--- config.mk ---
export PLATFORM = sky130hd
export DESIGN_NAME = adc_cycle_ctrl
export DESIGN_NICKNAME = d
export VERILOG_FILES = /design/src/hdl/adc_cycle_pkg.sv /design/src/hdl/pin_sync.sv /design/src/hdl/adc_cycle_ctrl.sv
export SDC_FILE = /design/constraint.sdc
export NUM_CORES = 1
export LEC_CHECK = 0
export BUFFER_PORTS_ARGS = -buffer_cell sky130_fd_sc_hd__buf_2
export CORE_MARGIN = 10
export CORE_UTILIZATION = 50
export DETAILED_ROUTE_END_ITERATION = 8
export PLACE_DENSITY = 0.71
export SLEW_MARGIN = 20
export SYNTH_ARGS = -nofsm -noshare
export SYNTH_HDL_FRONTEND = slang
export SYNTH_SLANG_ARGS = --single-unit
export TNS_END_PERCENT = 10
--- constraint.sdc ---
create_clock -name clk_i -period 3.3 [get_ports clk_i]
set_input_delay 0.165 -clock clk_i [delete_from_list [all_inputs] [get_ports clk_i]]
set_output_delay 0.165 -clock clk_i [all_outputs]
set_load 0.02 [all_outputs]
--- src/hdl/adc_cycle_pkg.sv ---
// Shared constants and types for the cycle-serial converter control block.
package adc_cycle_pkg;

  localparam int CLK_MHZ = 250;

  // Times in their own units, then the derived cycle counts.
  localparam real CONV_TIME_MS = 16.6;
  localparam real REF_START_MS = 12.0;
  localparam real POR_TIME_MS = 0.5;
  localparam int CONV_CYCLES = int'(CONV_TIME_MS * 1000.0 * CLK_MHZ);
  localparam int REF_START_CYCLES = int'(REF_START_MS * 1000.0 * CLK_MHZ);
  localparam int POR_CYCLES = int'(POR_TIME_MS * 1000.0 * CLK_MHZ);

  localparam int CNT_W = 24;
  localparam int RESULT_W = 16;
  localparam int PROG_W = 4;
  localparam logic [4:0] LAST_FALL = 5'h10;
  localparam logic [2:0] PROG_LEN = 3'h4;

  // Pin positions inside the synchroniser vector.
  localparam int PIN_CS = 0;
  localparam int PIN_SCK = 1;
  localparam int PIN_SERIAL_IN = 2;
  localparam int PIN_N = 3;
  localparam logic [PIN_N-1:0] PIN_RST = 3'h3;

  // Register byte offsets.
  localparam logic [7:0] ADDR_STATUS = 8'h00;
  localparam logic [7:0] ADDR_RESULT = 8'h04;
  localparam logic [7:0] ADDR_SOURCE = 8'h08;

  // Status register field positions.
  localparam int ST_BIT_POR = 0;
  localparam int ST_BIT_CONV = 1;
  localparam int ST_BIT_IDLE = 2;
  localparam int ST_BIT_DATA = 3;
  localparam int ST_BIT_CONV_ON = 4;
  localparam int ST_BIT_REF_ON = 5;
  localparam int ST_BIT_REF_OK = 6;
  localparam int ST_BIT_RATE = 7;
  localparam int ST_BIT_PD = 8;

  // Values after reset.
  localparam logic [RESULT_W-1:0] SOURCE_RST = 16'h0000;
  localparam logic [RESULT_W-1:0] RESULT_RST = 16'h0000;
  localparam logic RATE_RST = 1'b0;
  localparam logic PD_RST = 1'b0;

  typedef enum logic [3:0] {
    ST_POR = 4'h1,
    ST_CONVERT = 4'h2,
    ST_IDLE = 4'h4,
    ST_DATA = 4'h8
  } state_e;

endpackage : adc_cycle_pkg

--- src/hdl/pin_sync.sv ---
// Two-stage pin synchroniser with one-cycle edge strobes taken from the second stage.
`timescale 1ns/100ps
`default_nettype none
module pin_sync
  import adc_cycle_pkg::*;
#(
  parameter int W = 3,
  parameter logic [W-1:0] RST_VAL = '0
)
(
  input wire logic clk_i,
  input wire logic rst_i,
  input wire logic [W-1:0] pins_i,
  output logic [W-1:0] level_o,
  output logic [W-1:0] rise_o,
  output logic [W-1:0] fall_o
);

  logic [W-1:0] meta_q;
  logic [W-1:0] sync_q;
  logic [W-1:0] prev_q;

  // Only the second stage feeds the edge detector and the outside.
  always_ff @(posedge clk_i)
  begin
    if (rst_i)
    begin
      meta_q <= RST_VAL;
      sync_q <= RST_VAL;
      prev_q <= RST_VAL;
    end
    else
    begin
      meta_q <= pins_i;
      sync_q <= meta_q;
      prev_q <= sync_q;
    end
  end

  assign level_o = sync_q;
  assign rise_o = sync_q & ~prev_q;
  assign fall_o = ~sync_q & prev_q;

endmodule : pin_sync
`default_nettype wire

--- src/hdl/adc_cycle_ctrl.sv ---
// Sequencer, result holder and three-wire serial port of the converter.
//
// The placing of the registers and register access over Wishbone were chosen for this implementation.
`timescale 1ns/100ps
`default_nettype none
// Notes on behaviour
// RL1: Drive serial output only while select low.
// RL2: Ignore clock and data while select high.
// RL3: Cycle convert, nap/sleep, data; start converting.
// RL4: Power converter down, hold result after conversion.
// RL5: Conversion runs full length, only reset stops.
// RL6: Wait in nap/sleep until select low.
// RL7: Nap keeps reference powered.
// RL8: Leaving sleep restarts reference, 12ms settle.
// RL9: Sign bit shown on entering data state.
// RL10: Next bit after each falling clock edge.
// RL11: Host samples output on rising clock.
// RL12: Shifted value is latest completed conversion.
// RL13: Capture four input bits on rising edges.
// RL14: Program only when key bits are 1,0.
// RL15: Rate 0 gives 60Hz, 1 gives 30Hz.
// RL16: Powerdown bit selects sleep after next conversion.
// RL17: Last twelve input bits are ignored.
// RL18: Input tied low 60Hz, high 30Hz, no sleep.
// RL19: Sixteenth falling edge ends data, starts conversion.
// RL20: Select rising in data aborts, starts conversion.
// RL21: Power-on reset held 0.5ms, then convert.
// RL22: Host discards first result after power-up.
// RL23: Select low while converting shows busy status.
// RL24: Conversion length counted, result from source register.
// RL25: Variant parameter disables rate bit when differential.
module adc_cycle_ctrl
  import adc_cycle_pkg::*;
#(
  parameter int POR_LEN = POR_CYCLES,
  parameter int CONV_LEN = CONV_CYCLES,
  parameter int REF_LEN = REF_START_CYCLES,
  parameter bit DIFFERENTIAL = 1'b0
)
(
  input wire logic clk_i,
  input wire logic rst_i,
  input wire logic wb_cyc_i,
  input wire logic wb_stb_i,
  input wire logic wb_we_i,
  input wire logic [7:0] wb_adr_i,
  input wire logic [3:0] wb_sel_i,
  input wire logic [31:0] wb_dat_i,
  output logic [31:0] wb_dat_o,
  output logic wb_ack_o,
  input wire logic select_n_i,
  input wire logic sck_i,
  input wire logic serial_in_i,
  output logic serial_out_o,
  output logic serial_out_oe_n_o,
  output logic converter_power_o,
  output logic reference_power_o
);

  state_e state_q;
  logic [CNT_W-1:0] cnt_q;
  logic [CNT_W-1:0] ref_cnt_q;
  logic ref_on_q;
  logic ref_ok_q;
  logic [RESULT_W-1:0] source_q;
  logic [RESULT_W-1:0] result_q;
  logic [RESULT_W-1:0] shift_q;
  logic [4:0] fall_cnt_q;
  logic [2:0] in_cnt_q;
  logic [PROG_W-2:0] in_word_q;
  logic rate_select_q;
  logic reference_powerdown_q;
  logic serial_out_q;
  logic oe_n_q;
  logic conv_on_q;
  logic ack_q;
  logic [31:0] dat_q;

  logic [PIN_N-1:0] pin_lvl;
  logic [PIN_N-1:0] pin_rise;
  logic [PIN_N-1:0] pin_fall;

  // Last count value of a span that lasts len cycles.
  function automatic logic [CNT_W-1:0] last_of(input int len);
    return CNT_W'(len - 1);
  endfunction : last_of

  pin_sync #(
    .W(PIN_N),
    .RST_VAL(PIN_RST)
  ) u_pins (
    .clk_i(clk_i),
    .rst_i(rst_i),
    .pins_i({serial_in_i, sck_i, select_n_i}),
    .level_o(pin_lvl),
    .rise_o(pin_rise),
    .fall_o(pin_fall)
  );

  wire sel_low = ~pin_lvl[PIN_CS];
  wire sel_rise = pin_rise[PIN_CS];
  wire sck_rise = pin_rise[PIN_SCK] & sel_low; // RL2
  wire sck_fall = pin_fall[PIN_SCK] & sel_low; // RL2
  wire serial_in_lvl = pin_lvl[PIN_SERIAL_IN];

  wire in_por = (state_q == ST_POR);
  wire in_conv = (state_q == ST_CONVERT);
  wire in_idle = (state_q == ST_IDLE);
  wire in_data = (state_q == ST_DATA);

  // The slow rate doubles the conversion span; the differential variant never slows.
  wire slow = rate_select_q & ~DIFFERENTIAL; // RL25
  wire [CNT_W-1:0] conv_last = slow ? last_of(2 * CONV_LEN) : last_of(CONV_LEN); // RL15
  wire por_done = in_por && (cnt_q == last_of(POR_LEN)); // RL21
  wire conv_done = in_conv && (cnt_q == conv_last); // RL5
  wire start_data = in_idle && sel_low; // RL6
  wire last_fall = sck_fall && (fall_cnt_q == LAST_FALL - 5'h01);
  wire data_end = in_data && (sel_rise || last_fall); // RL19 RL20

  // Fourth captured bit completes the programming word.
  wire prog_take = in_data && sck_rise && (in_cnt_q == PROG_LEN - 3'h1);
  wire [PROG_W-1:0] prog_word = {in_word_q, serial_in_lvl};
  wire key_ok = prog_word[3] & ~prog_word[2]; // RL14
  wire tied_high = (prog_word == 4'hF); // RL18
  wire tied_low = (prog_word == 4'h0); // RL18

  wire [31:0] status_word = {
    23'h000000,
    reference_powerdown_q,
    rate_select_q,
    ref_ok_q,
    ref_on_q,
    conv_on_q,
    in_data,
    in_idle,
    in_conv,
    in_por
  };

  wire wb_req = wb_cyc_i & wb_stb_i & ~ack_q;
  wire wb_wr_src = wb_req & wb_we_i & (wb_adr_i == ADDR_SOURCE);
  wire [31:0] rd_word =
    (wb_adr_i == ADDR_STATUS) ? status_word :
    (wb_adr_i == ADDR_RESULT) ? {16'h0000, result_q} :
    (wb_adr_i == ADDR_SOURCE) ? {16'h0000, source_q} :
    32'h00000000;

  // Sequencer. Serial activity never touches the convert state, so a
  // conversion can only be cut short by reset.
  always_ff @(posedge clk_i)
  begin
    if (rst_i)
    begin
      state_q <= ST_POR; // RL21
      cnt_q <= '0;
    end
    else
    begin
      case (state_q)
        ST_POR:
        begin
          cnt_q <= por_done ? '0 : cnt_q + 1'b1;
          if (por_done)
            state_q <= ST_CONVERT; // RL3
        end
        ST_CONVERT:
        begin
          cnt_q <= conv_done ? '0 : cnt_q + 1'b1; // RL24
          if (conv_done)
            state_q <= ST_IDLE; // RL4
        end
        ST_IDLE:
        begin
          if (start_data)
            state_q <= ST_DATA; // RL6
        end
        ST_DATA:
        begin
          if (data_end)
            state_q <= ST_CONVERT; // RL19 RL20
        end
        default:
        begin
          state_q <= ST_POR;
          cnt_q <= '0;
        end
      endcase
    end
  end

  // Result capture and the output shifter.
  always_ff @(posedge clk_i)
  begin
    if (rst_i)
    begin
      result_q <= RESULT_RST;
      shift_q <= RESULT_RST;
      fall_cnt_q <= '0;
    end
    else
    begin
      if (conv_done)
        result_q <= source_q; // RL4 RL12 RL24
      if (start_data)
      begin
        shift_q <= result_q; // RL9 RL12
        fall_cnt_q <= '0;
      end
      else if (in_data && sck_fall)
      begin
        shift_q <= {shift_q[RESULT_W-2:0], 1'b0}; // RL10
        fall_cnt_q <= fall_cnt_q + 5'h01;
      end
    end
  end

  // Programming word: only the first four rising edges count; the
  // remaining ones fall through the saturated counter.
  always_ff @(posedge clk_i)
  begin
    if (rst_i)
    begin
      in_cnt_q <= '0;
      in_word_q <= '0;
      rate_select_q <= RATE_RST;
      reference_powerdown_q <= PD_RST;
    end
    else
    begin
      if (start_data)
        in_cnt_q <= '0;
      else if (in_data && sck_rise && (in_cnt_q != PROG_LEN))
      begin
        in_cnt_q <= in_cnt_q + 3'h1; // RL13 RL17
        in_word_q <= prog_word[PROG_W-2:0];
      end
      if (prog_take)
      begin
        if (key_ok)
        begin
          rate_select_q <= prog_word[1]; // RL14 RL15
          reference_powerdown_q <= prog_word[0]; // RL16
        end
        else if (tied_high || tied_low)
        begin
          rate_select_q <= tied_high; // RL18
          reference_powerdown_q <= 1'b0; // RL18
        end
      end
    end
  end

  // Reference power: off only after a conversion with powerdown set, back
  // on when select falls. The settle flag is advisory; the first result
  // after a restart is not held back, the host discards it.
  always_ff @(posedge clk_i)
  begin
    if (rst_i)
    begin
      ref_on_q <= 1'b1;
      ref_ok_q <= 1'b0;
      ref_cnt_q <= '0;
    end
    else
    begin
      if (conv_done && reference_powerdown_q)
      begin
        ref_on_q <= 1'b0; // RL16
        ref_ok_q <= 1'b0;
      end
      else if (start_data && !ref_on_q)
      begin
        ref_on_q <= 1'b1; // RL8
        ref_cnt_q <= '0;
      end
      else if (ref_on_q && !ref_ok_q)
      begin
        ref_cnt_q <= ref_cnt_q + 1'b1; // RL8
        if (ref_cnt_q == last_of(REF_LEN))
          ref_ok_q <= 1'b1;
      end
    end
  end

  // Pin outputs, all registered.
  always_ff @(posedge clk_i)
  begin
    if (rst_i)
    begin
      serial_out_q <= 1'b1;
      oe_n_q <= 1'b1;
      conv_on_q <= 1'b0;
    end
    else
    begin
      oe_n_q <= ~sel_low; // RL1
      if (in_data)
        serial_out_q <= shift_q[RESULT_W-1]; // RL9 RL10
      else
        serial_out_q <= in_conv | in_por; // RL23
      conv_on_q <= (in_conv & ~conv_done) | por_done; // RL4 RL7
    end
  end

  // Classic Wishbone slave: one wait state, ack for one cycle, unmapped
  // reads return zero and unmapped writes are dropped.
  always_ff @(posedge clk_i)
  begin
    if (rst_i)
    begin
      ack_q <= 1'b0;
      dat_q <= 32'h00000000;
      source_q <= SOURCE_RST;
    end
    else
    begin
      ack_q <= wb_req;
      if (wb_req)
        dat_q <= rd_word;
      if (wb_wr_src && wb_sel_i[0])
        source_q[7:0] <= wb_dat_i[7:0]; // RL24
      if (wb_wr_src && wb_sel_i[1])
        source_q[15:8] <= wb_dat_i[15:8]; // RL24
    end
  end

  assign wb_ack_o = ack_q;
  assign wb_dat_o = dat_q;
  assign serial_out_o = serial_out_q;
  assign serial_out_oe_n_o = oe_n_q;
  assign converter_power_o = conv_on_q;
  assign reference_power_o = ref_on_q;

endmodule : adc_cycle_ctrl
`default_nettype wire

==> results.json, run 1 <==
{
  "post_cts_buffers": 0,
  "dieArea_um2": 18100,
  "clock_path_buffers": 2,
  "tightest_slew_ns": 0.872,
  "max_slew_margin_pct": 41.9,
  "io_buffers": 54,
  "area_delta_synth_final_pct": 16.2,
  "p_total_w": 0.00396,
  "dpl_worst_slack_ns": 0.509,
  "cts_buffers": 17,
  "fp.dieH_um": 135,
  "clk_pin_slew_ns": 0.06,
  "setup_ws_ns": 0.458,
  "synthArstFlopShare_pct": 0,
  "dr.pass1.iters": 6,
  "grt.total_usage_pct": 17.4,
  "routedWlPerCell_um": 15.8,
  "grt_pass1_vias": 5455,
  "cts_root_buf": "clkbuf_16",
  "n_fill_cell": 1114,
  "multi_input_area_um2": 3430,
  "grt-ovfl-total": 0,
  "grt_pass1_wl_mm": 26.2,
  "grt_max_degree": 67,
  "h-tree-depth": 4,
  "critPathTopFamily": "compound AO/OA/AOI/OAI gates",
  "syn_area_um2": 6560,
  "slew_violations": 0,
  "hpwl_mm": 10.8,
  "worstPathRequired_ns": 3.65,
  "crit_fanout": 36,
  "initial_core_util_pct": 51.5,
  "cp_cell_sequence": "or4b_1, a2111o_1, a2111oi_4, buf_4, a31oi_1, or3b_2, mux2i_1",
  "cts.sinks": 142,
  "finalNetCount": 876,
  "ys_top_cells_by_area": "dfxtp_1 43%, nor2_1 7.0%, mux2i_1 6.6%, nand2_1 3.9%, xnor2_1 3.3%",
  "yosys_warnings": 0,
  "status": "completed",
  "synth-main-ff-cell": "dfxtp_1",
  "gp_congestion": 0.853,
  "route.detailed.drc": 0,
  "final-seq-area_um2": 2840,
  "clk_latency_ns": 0.42,
  "critPathCaptureType": "flop",
  "setup_violations": 0,
  "finClkSkew_ns": 0.00540,
  "antenna_found_initial": 0,
  "antennaDiodeCount": 0,
  "drt_iter0_markers": 397,
  "dr_total_vias": 5698,
  "synth_top_area_share_pct": 43.4,
  "rows": 41,
  "dieWidth_um": 135,
  "fin_crit_ns": 2.84,
  "fmaxAchievable_mhz": 352,
  "hold_viol": 0,
  "postRouteAntennaNets": 0,
  "cts_hold_buf": 18,
  "syn_inst": 761,
  "max_stage_delay_ns": 0.51,
  "min_path_type": "in -> reg",
  "period_share_pct": 86.1,
  "drive_gt1_share_pct": 14.2,
  "crit_arrival_ns": 3.19,
  "yosys.area.top_type": "dfxtp_1",
  "fin_area_um2": 7620,
  "critPathLaunchType": "flop",
  "core_um2": 12700,
  "placed_area_um2": 6890,
  "syn_area_per_cell_um2": 8.62,
  "cts_tree": "done",
  "path_class": "reg -> reg",
  "path_buf_inv": 1,
  "seq_area_frac_synth_pct": 43.4,
  "via_per_inst": 5.69,
  "power_leakage_nw": 2.86,
  "peakVddDrop_mv": 0.368,
  "critPathSlowestCell": "or4b_1",
  "power_density_nw_per_um2": 520,
  "totalWireLength_mm": 15.9,
  "cts_resized": 0,
  "maxCapViolations": 0,
  "io_pins": 89,
  "grt_setup_unrepaired": "false",
  "setup-tns-final_ns": 0,
  "synth_edf_count": 0,
  "synth-seq-cells": 142,
  "synth_cell_type_count": 63
}
-- worst min-delay path, cell delays in order --
cell	delay [ns]
buf_2	0.08
mux2i_1	0.06
nor2_1	0.09
-- kinds of logic after synthesis --
family          Yosys count  synth area share (%)
flops                   142                  43.4
buf+inv                  74                  5.42
mux                      44                  6.74
other cells               1                0.0572
xor+xnor                 37                  4.94
simple gates            329                  24.1
compound gates          127                  14.0
fa+ha+maj                 7                  1.34
-- power by group --
| part | switching (W) | leakage, nW | total, W | internal (W) |
|---|---|---|---|---|
| Clock | 0.000749 | 0.262 | 0.00175 | 0.00100 |
| Combinational | 0.000267 | 1.45 | 0.000408 | 0.000142 |
| Sequential | 0.0000455 | 1.15 | 0.00181 | 0.00176 |
| Total | 0.00106 | 2.86 | 0.00396 | 0.00290 |
-- cells in the mapped netlist (5+ instances only) --
cell	instances
nor4_1	8
mux2i_1	43
xor2_1	12
nand2_1	68
nor2_1	123
nor2b_1	5
nand2b_1	9
nor4b_1	7
a311oi_1	11
a31oi_1	14
inv_1	13
dfxtp_1	142
clkbuf_1	35
buf_4	19
nand3_1	36
a211oi_1	19
and3_1	10
a221oi_1	7
buf_2	5
xnor2_1	25
or2_2	8
a21oi_1	34
nor3_1	16
ha_1	7
nand4_1	18
o21ai_0	9
a22oi_1	6
-- worst paths after layout --
path | end | cells past startpoint | slack, ns | startpoint
min | source_q[5] | 3 | 0.009 | wb_dat_i[5]
max reg2reg | ref_cnt_q[23] | 7 | 0.46 | cnt_q[10]
min reg2reg | u_pins.level_o[0] | 1 | 0.41 | u_pins.meta_q[0]
max | ref_cnt_q[23] | 7 | 0.46 | cnt_q[10]
-- registers in the layout, summed over array words and instances, names as in the netlist, 2 cells and up --
name / count
cnt_q: 24
fall_cnt_q: 5
in_cnt_q: 3
in_word_q: 3
ref_cnt_q: 24
result_q: 16
shift_q: 16
source_q: 16
state_q: 4
u_pins.level_o: 3
u_pins.meta_q: 3
u_pins.prev_q: 2
wb_dat_o: 16
-- cells in the final DEF, fill, tap and decap left out, drive strengths merged, types with 3 or more instances in the layout --
cell type    netlist  layout
a211oi            19      19
a21oi             35      35
a221o              4       4
a221oi             7       7
a22oi              6       6
a311oi            11      11
a31o               3       3
a31oi             14      14
and2               3       3
and3              10      10
buf               26      65
clkbuf            35      20
clkinv             0       8
clkinvlp           0       3
conb               1      16
dfxtp            142     142
dlygate4sd3        0      18
ha                 7       7
inv               13      14
mux2i             43      43
nand2             69      69
nand2b             9       9
nand3             36      36
nand3b             4       4
nand4             18      18
nor2             123     123
nor2b              5       5
nor3              16      16
nor4               8       8
nor4b              9       9
o21ai             11      11
or2                8       8
xnor2             25      25
xor2              12      12
-- per-layer routing --
layer | GRT usage [%] | share of wire [%] | up-vias
li1 | - | - | 2784
met1 | 20.1 | 42 | 2730
met2 | 30.5 | 51 | 172
met3 | 4.30 | 5.3 | 12
met4 | 6.05 | 0.94 | 0
met5 | 0 | 0 | -
-- stage by stage --
step	hold slack [ns]	utilization [%]	cells
floorplan	0.269	-	776
global placement	0.349	54.2	952
detailed placement	0.351	54.2	952
CTS	0.00361	59.9	1002
global route	0.0269	59.9	1002
finish	0.00895	59.9	1002
-- layout make-up --
type                            instances  area share (%)
Clock buffer                           20            6.00
Clock inverter                         12            1.18
Inverter                               13           0.641
Multi-Input combinational cell        560            45.0
Sequential cell                       142            37.3
Tap cell                              172            2.83
Timing Repair Buffer                   83            7.00
(Power assumes the default switching activity.)
==> run 2: changes to the inputs <==
--- a/config.mk
+++ b/config.mk
@@ -9,6 +9,7 @@
 export CORE_MARGIN = 10
 export CORE_UTILIZATION = 50
 export DETAILED_ROUTE_END_ITERATION = 8
+export GPL_ROUTABILITY_DRIVEN = 0
 export PLACE_DENSITY = 0.71
 export SLEW_MARGIN = 20
 export SYNTH_ARGS = -nofsm -noshare
==> constraint.sdc (replaced) <==
create_clock -name clk_i -period 3.3 [get_ports clk_i]
set_input_delay 0.33 -clock clk_i [delete_from_list [all_inputs] [get_ports clk_i]]
set_output_delay 0.33 -clock clk_i [all_outputs]
set_load 0.02 [all_outputs]
==> run 2 against run 1 <==
Combinational power shrank 5.6%; first-iteration DRC count is 4.3% lower; utilization is 0.68 points lower; routed wire length decreased by 2.5%; non-clock buffer count is 18 lower; critical path type unchanged; sequential share of layout area increased by 0.43 points; final cell count down 1.8%; maximum frequency increased by 1.3%.
==> results.json, run 2 (synthesized netlist as in run 1, its figures left out) <==
{
  "status": "completed",
  "dieWidth_um": 135,
  "cts.sinks": 142,
  "totalWireLength_mm": 15.5,
  "multi_input_area_um2": 3430,
  "dr.pass1.iters": 5,
  "routedWlPerCell_um": 15.7,
  "route.detailed.drc": 0,
  "initial_core_util_pct": 51.5,
  "post_cts_buffers": 0,
  "hpwl_mm": 10.6,
  "max_stage_delay_ns": 0.46,
  "r2r_cells": 7,
  "path_class": "reg -> reg",
  "setup_ws_ns": 0.494,
  "cts_root_buf": "clkbuf_16",
  "antennaDiodeCount": 0,
  "crit_arrival_ns": 3.16,
  "dr_total_vias": 5537,
  "r2r_setup_slack_ns": 0.49,
  "final-seq-area_um2": 2840,
  "clock_path_buffers": 2,
  "dp_cells": 952,
  "rows": 41,
  "cts_tree": "done",
  "power_leakage_nw": 2.83,
  "power_density_nw_per_um2": 563,
  "critPathSlowestCell": "or4b_1",
  "final_common_cell": "dfxtp_1",
  "reg_top3": "cnt_q x24, ref_cnt_q x24",
  "io_buffers": 54,
  "final_cell_mix": "142 x dfxtp_1, 123 x nor2_1, 68 x nand2_1",
  "hold_viol": 0,
  "setup_violations": 0,
  "holdPathStages": 2,
  "period_share_pct": 85.0,
  "n_fill_cell": 1146,
  "clk_pin_slew_ns": 0.06,
  "slew_violations": 0,
  "tightest_slew_ns": 0.894,
  "fin_crit_ns": 2.81,
  "worst_r2r_startpoint": "cnt_q[9]",
  "dieArea_um2": 18100,
  "maxCapViolations": 0,
  "setup-tns-final_ns": 0,
  "final_cells": 984,
  "fp.dieH_um": 135,
  "antenna_found_initial": 0,
  "critPathLaunchType": "flop",
  "area_delta_synth_final_pct": 14.8,
  "core_um2": 12700,
  "drt_iter0_markers": 380,
  "regToRegEndpoint": "ref_cnt_q[23]",
  "grt.total_usage_pct": 17.5,
  "cts_buffers": 17,
  "fmaxAchievable_mhz": 356,
  "io_pins": 89,
  "h-tree-depth": 4,
  "worstPathRequired_ns": 3.66,
  "drive_gt1_share_pct": 14.7,
  "finalNetCount": 858,
  "finClkSkew_ns": 0.00602,
  "postRouteAntennaNets": 0,
  "cts_hold_buf": 0,
  "crit_fanout": 36,
  "critPathCaptureType": "flop",
  "cts_resized": 0,
  "grt_pass1_vias": 5652,
  "critPathTopFamily": "compound AO/OA/AOI/OAI gates",
  "max_slew_margin_pct": 40.4,
  "crit_start": "cnt_q[9]",
  "via_per_inst": 5.63,
  "path_buf_inv": 1,
  "peakVddDrop_mv": 0.345,
  "cp_cell_sequence": "or4b_1, a2111o_1, a2111oi_4, buf_4, a31oi_1, or3b_2, mux2i_1",
  "hold_start": "select_n_i",
  "grt_pass1_wl_mm": 26.4,
  "clk_latency_ns": 0.43,
  "grt_setup_unrepaired": "false",
  "grt-ovfl-total": 0,
  "whs_endpoint": "u_pins.meta_q[0]",
  "min_path_type": "in -> reg",
  "grt_max_degree": 88,
  "dpl_worst_slack_ns": 0.559
}
run 2: cell types whose count changed in the layout (fill, tap and decap cells not counted):
| cell | change |
|---|---|
| clkinv_2 | -1 |
| bufinv_16 | +4 |
| clkbuf_1 | -1 |
| dlygate4sd3_1 | -18 |
| clkinv_4 | -2 |
run 2: how the worst max path moves through the flow:
stage	cells after the start	endpoint	slack [ns]
2_1_floorplan	7	ref_cnt_q[0]	0.78
3_3_place_gp	7	ref_cnt_q[23]	0.61
3_5_place_dp	7	ref_cnt_q[23]	0.56
4_1_cts	7	ref_cnt_q[23]	0.54
5_1_grt	7	ref_cnt_q[23]	0.37
6_report	7	ref_cnt_q[23]	0.49
run 2: layout make-up:
class / instances / area share, %
Multi-Input combinational cell: 560 / 45.6
Clock buffer: 19 / 6.01
Inverter: 13 / 0.648
Tap cell: 172 / 2.86
Sequential cell: 142 / 37.7
Timing Repair Buffer: 65 / 4.69
Clock inverter: 13 / 2.49
run 2: routing by layer:
layer,GRT usage (%),vias up,wire length [um]
li1,-,2738,-
met1,20.3,2660,6730
met2,29.8,125,7840
met3,5.53,14,702
met4,5.80,0,183
met5,0,-,0
run 2: through the flow:
| step | utilization [%] | cell area (um2) | total power, W | hold slack [ns] |
|---|---|---|---|---|
| floorplan | - | 6610 | 0.00213 | 0.389 |
| global placement | 54.2 | 6890 | 0.00221 | 0.393 |
| detailed placement | 54.2 | 6890 | 0.00223 | 0.397 |
| CTS | 59.2 | 7530 | 0.00428 | 0.0671 |
| global route | 59.2 | 7530 | 0.00441 | 0.0730 |
| finish | 59.2 | 7530 | 0.00424 | 0.0867 |
run 2: report_power, final:
| group | total, W | switching [W] | internal (W) |
|---|---|---|---|
| logic | 0.000385 | 0.000257 | 0.000127 |
| clock network | 0.00205 | 0.000746 | 0.00131 |
| registers | 0.00181 | 0.0000453 | 0.00176 |
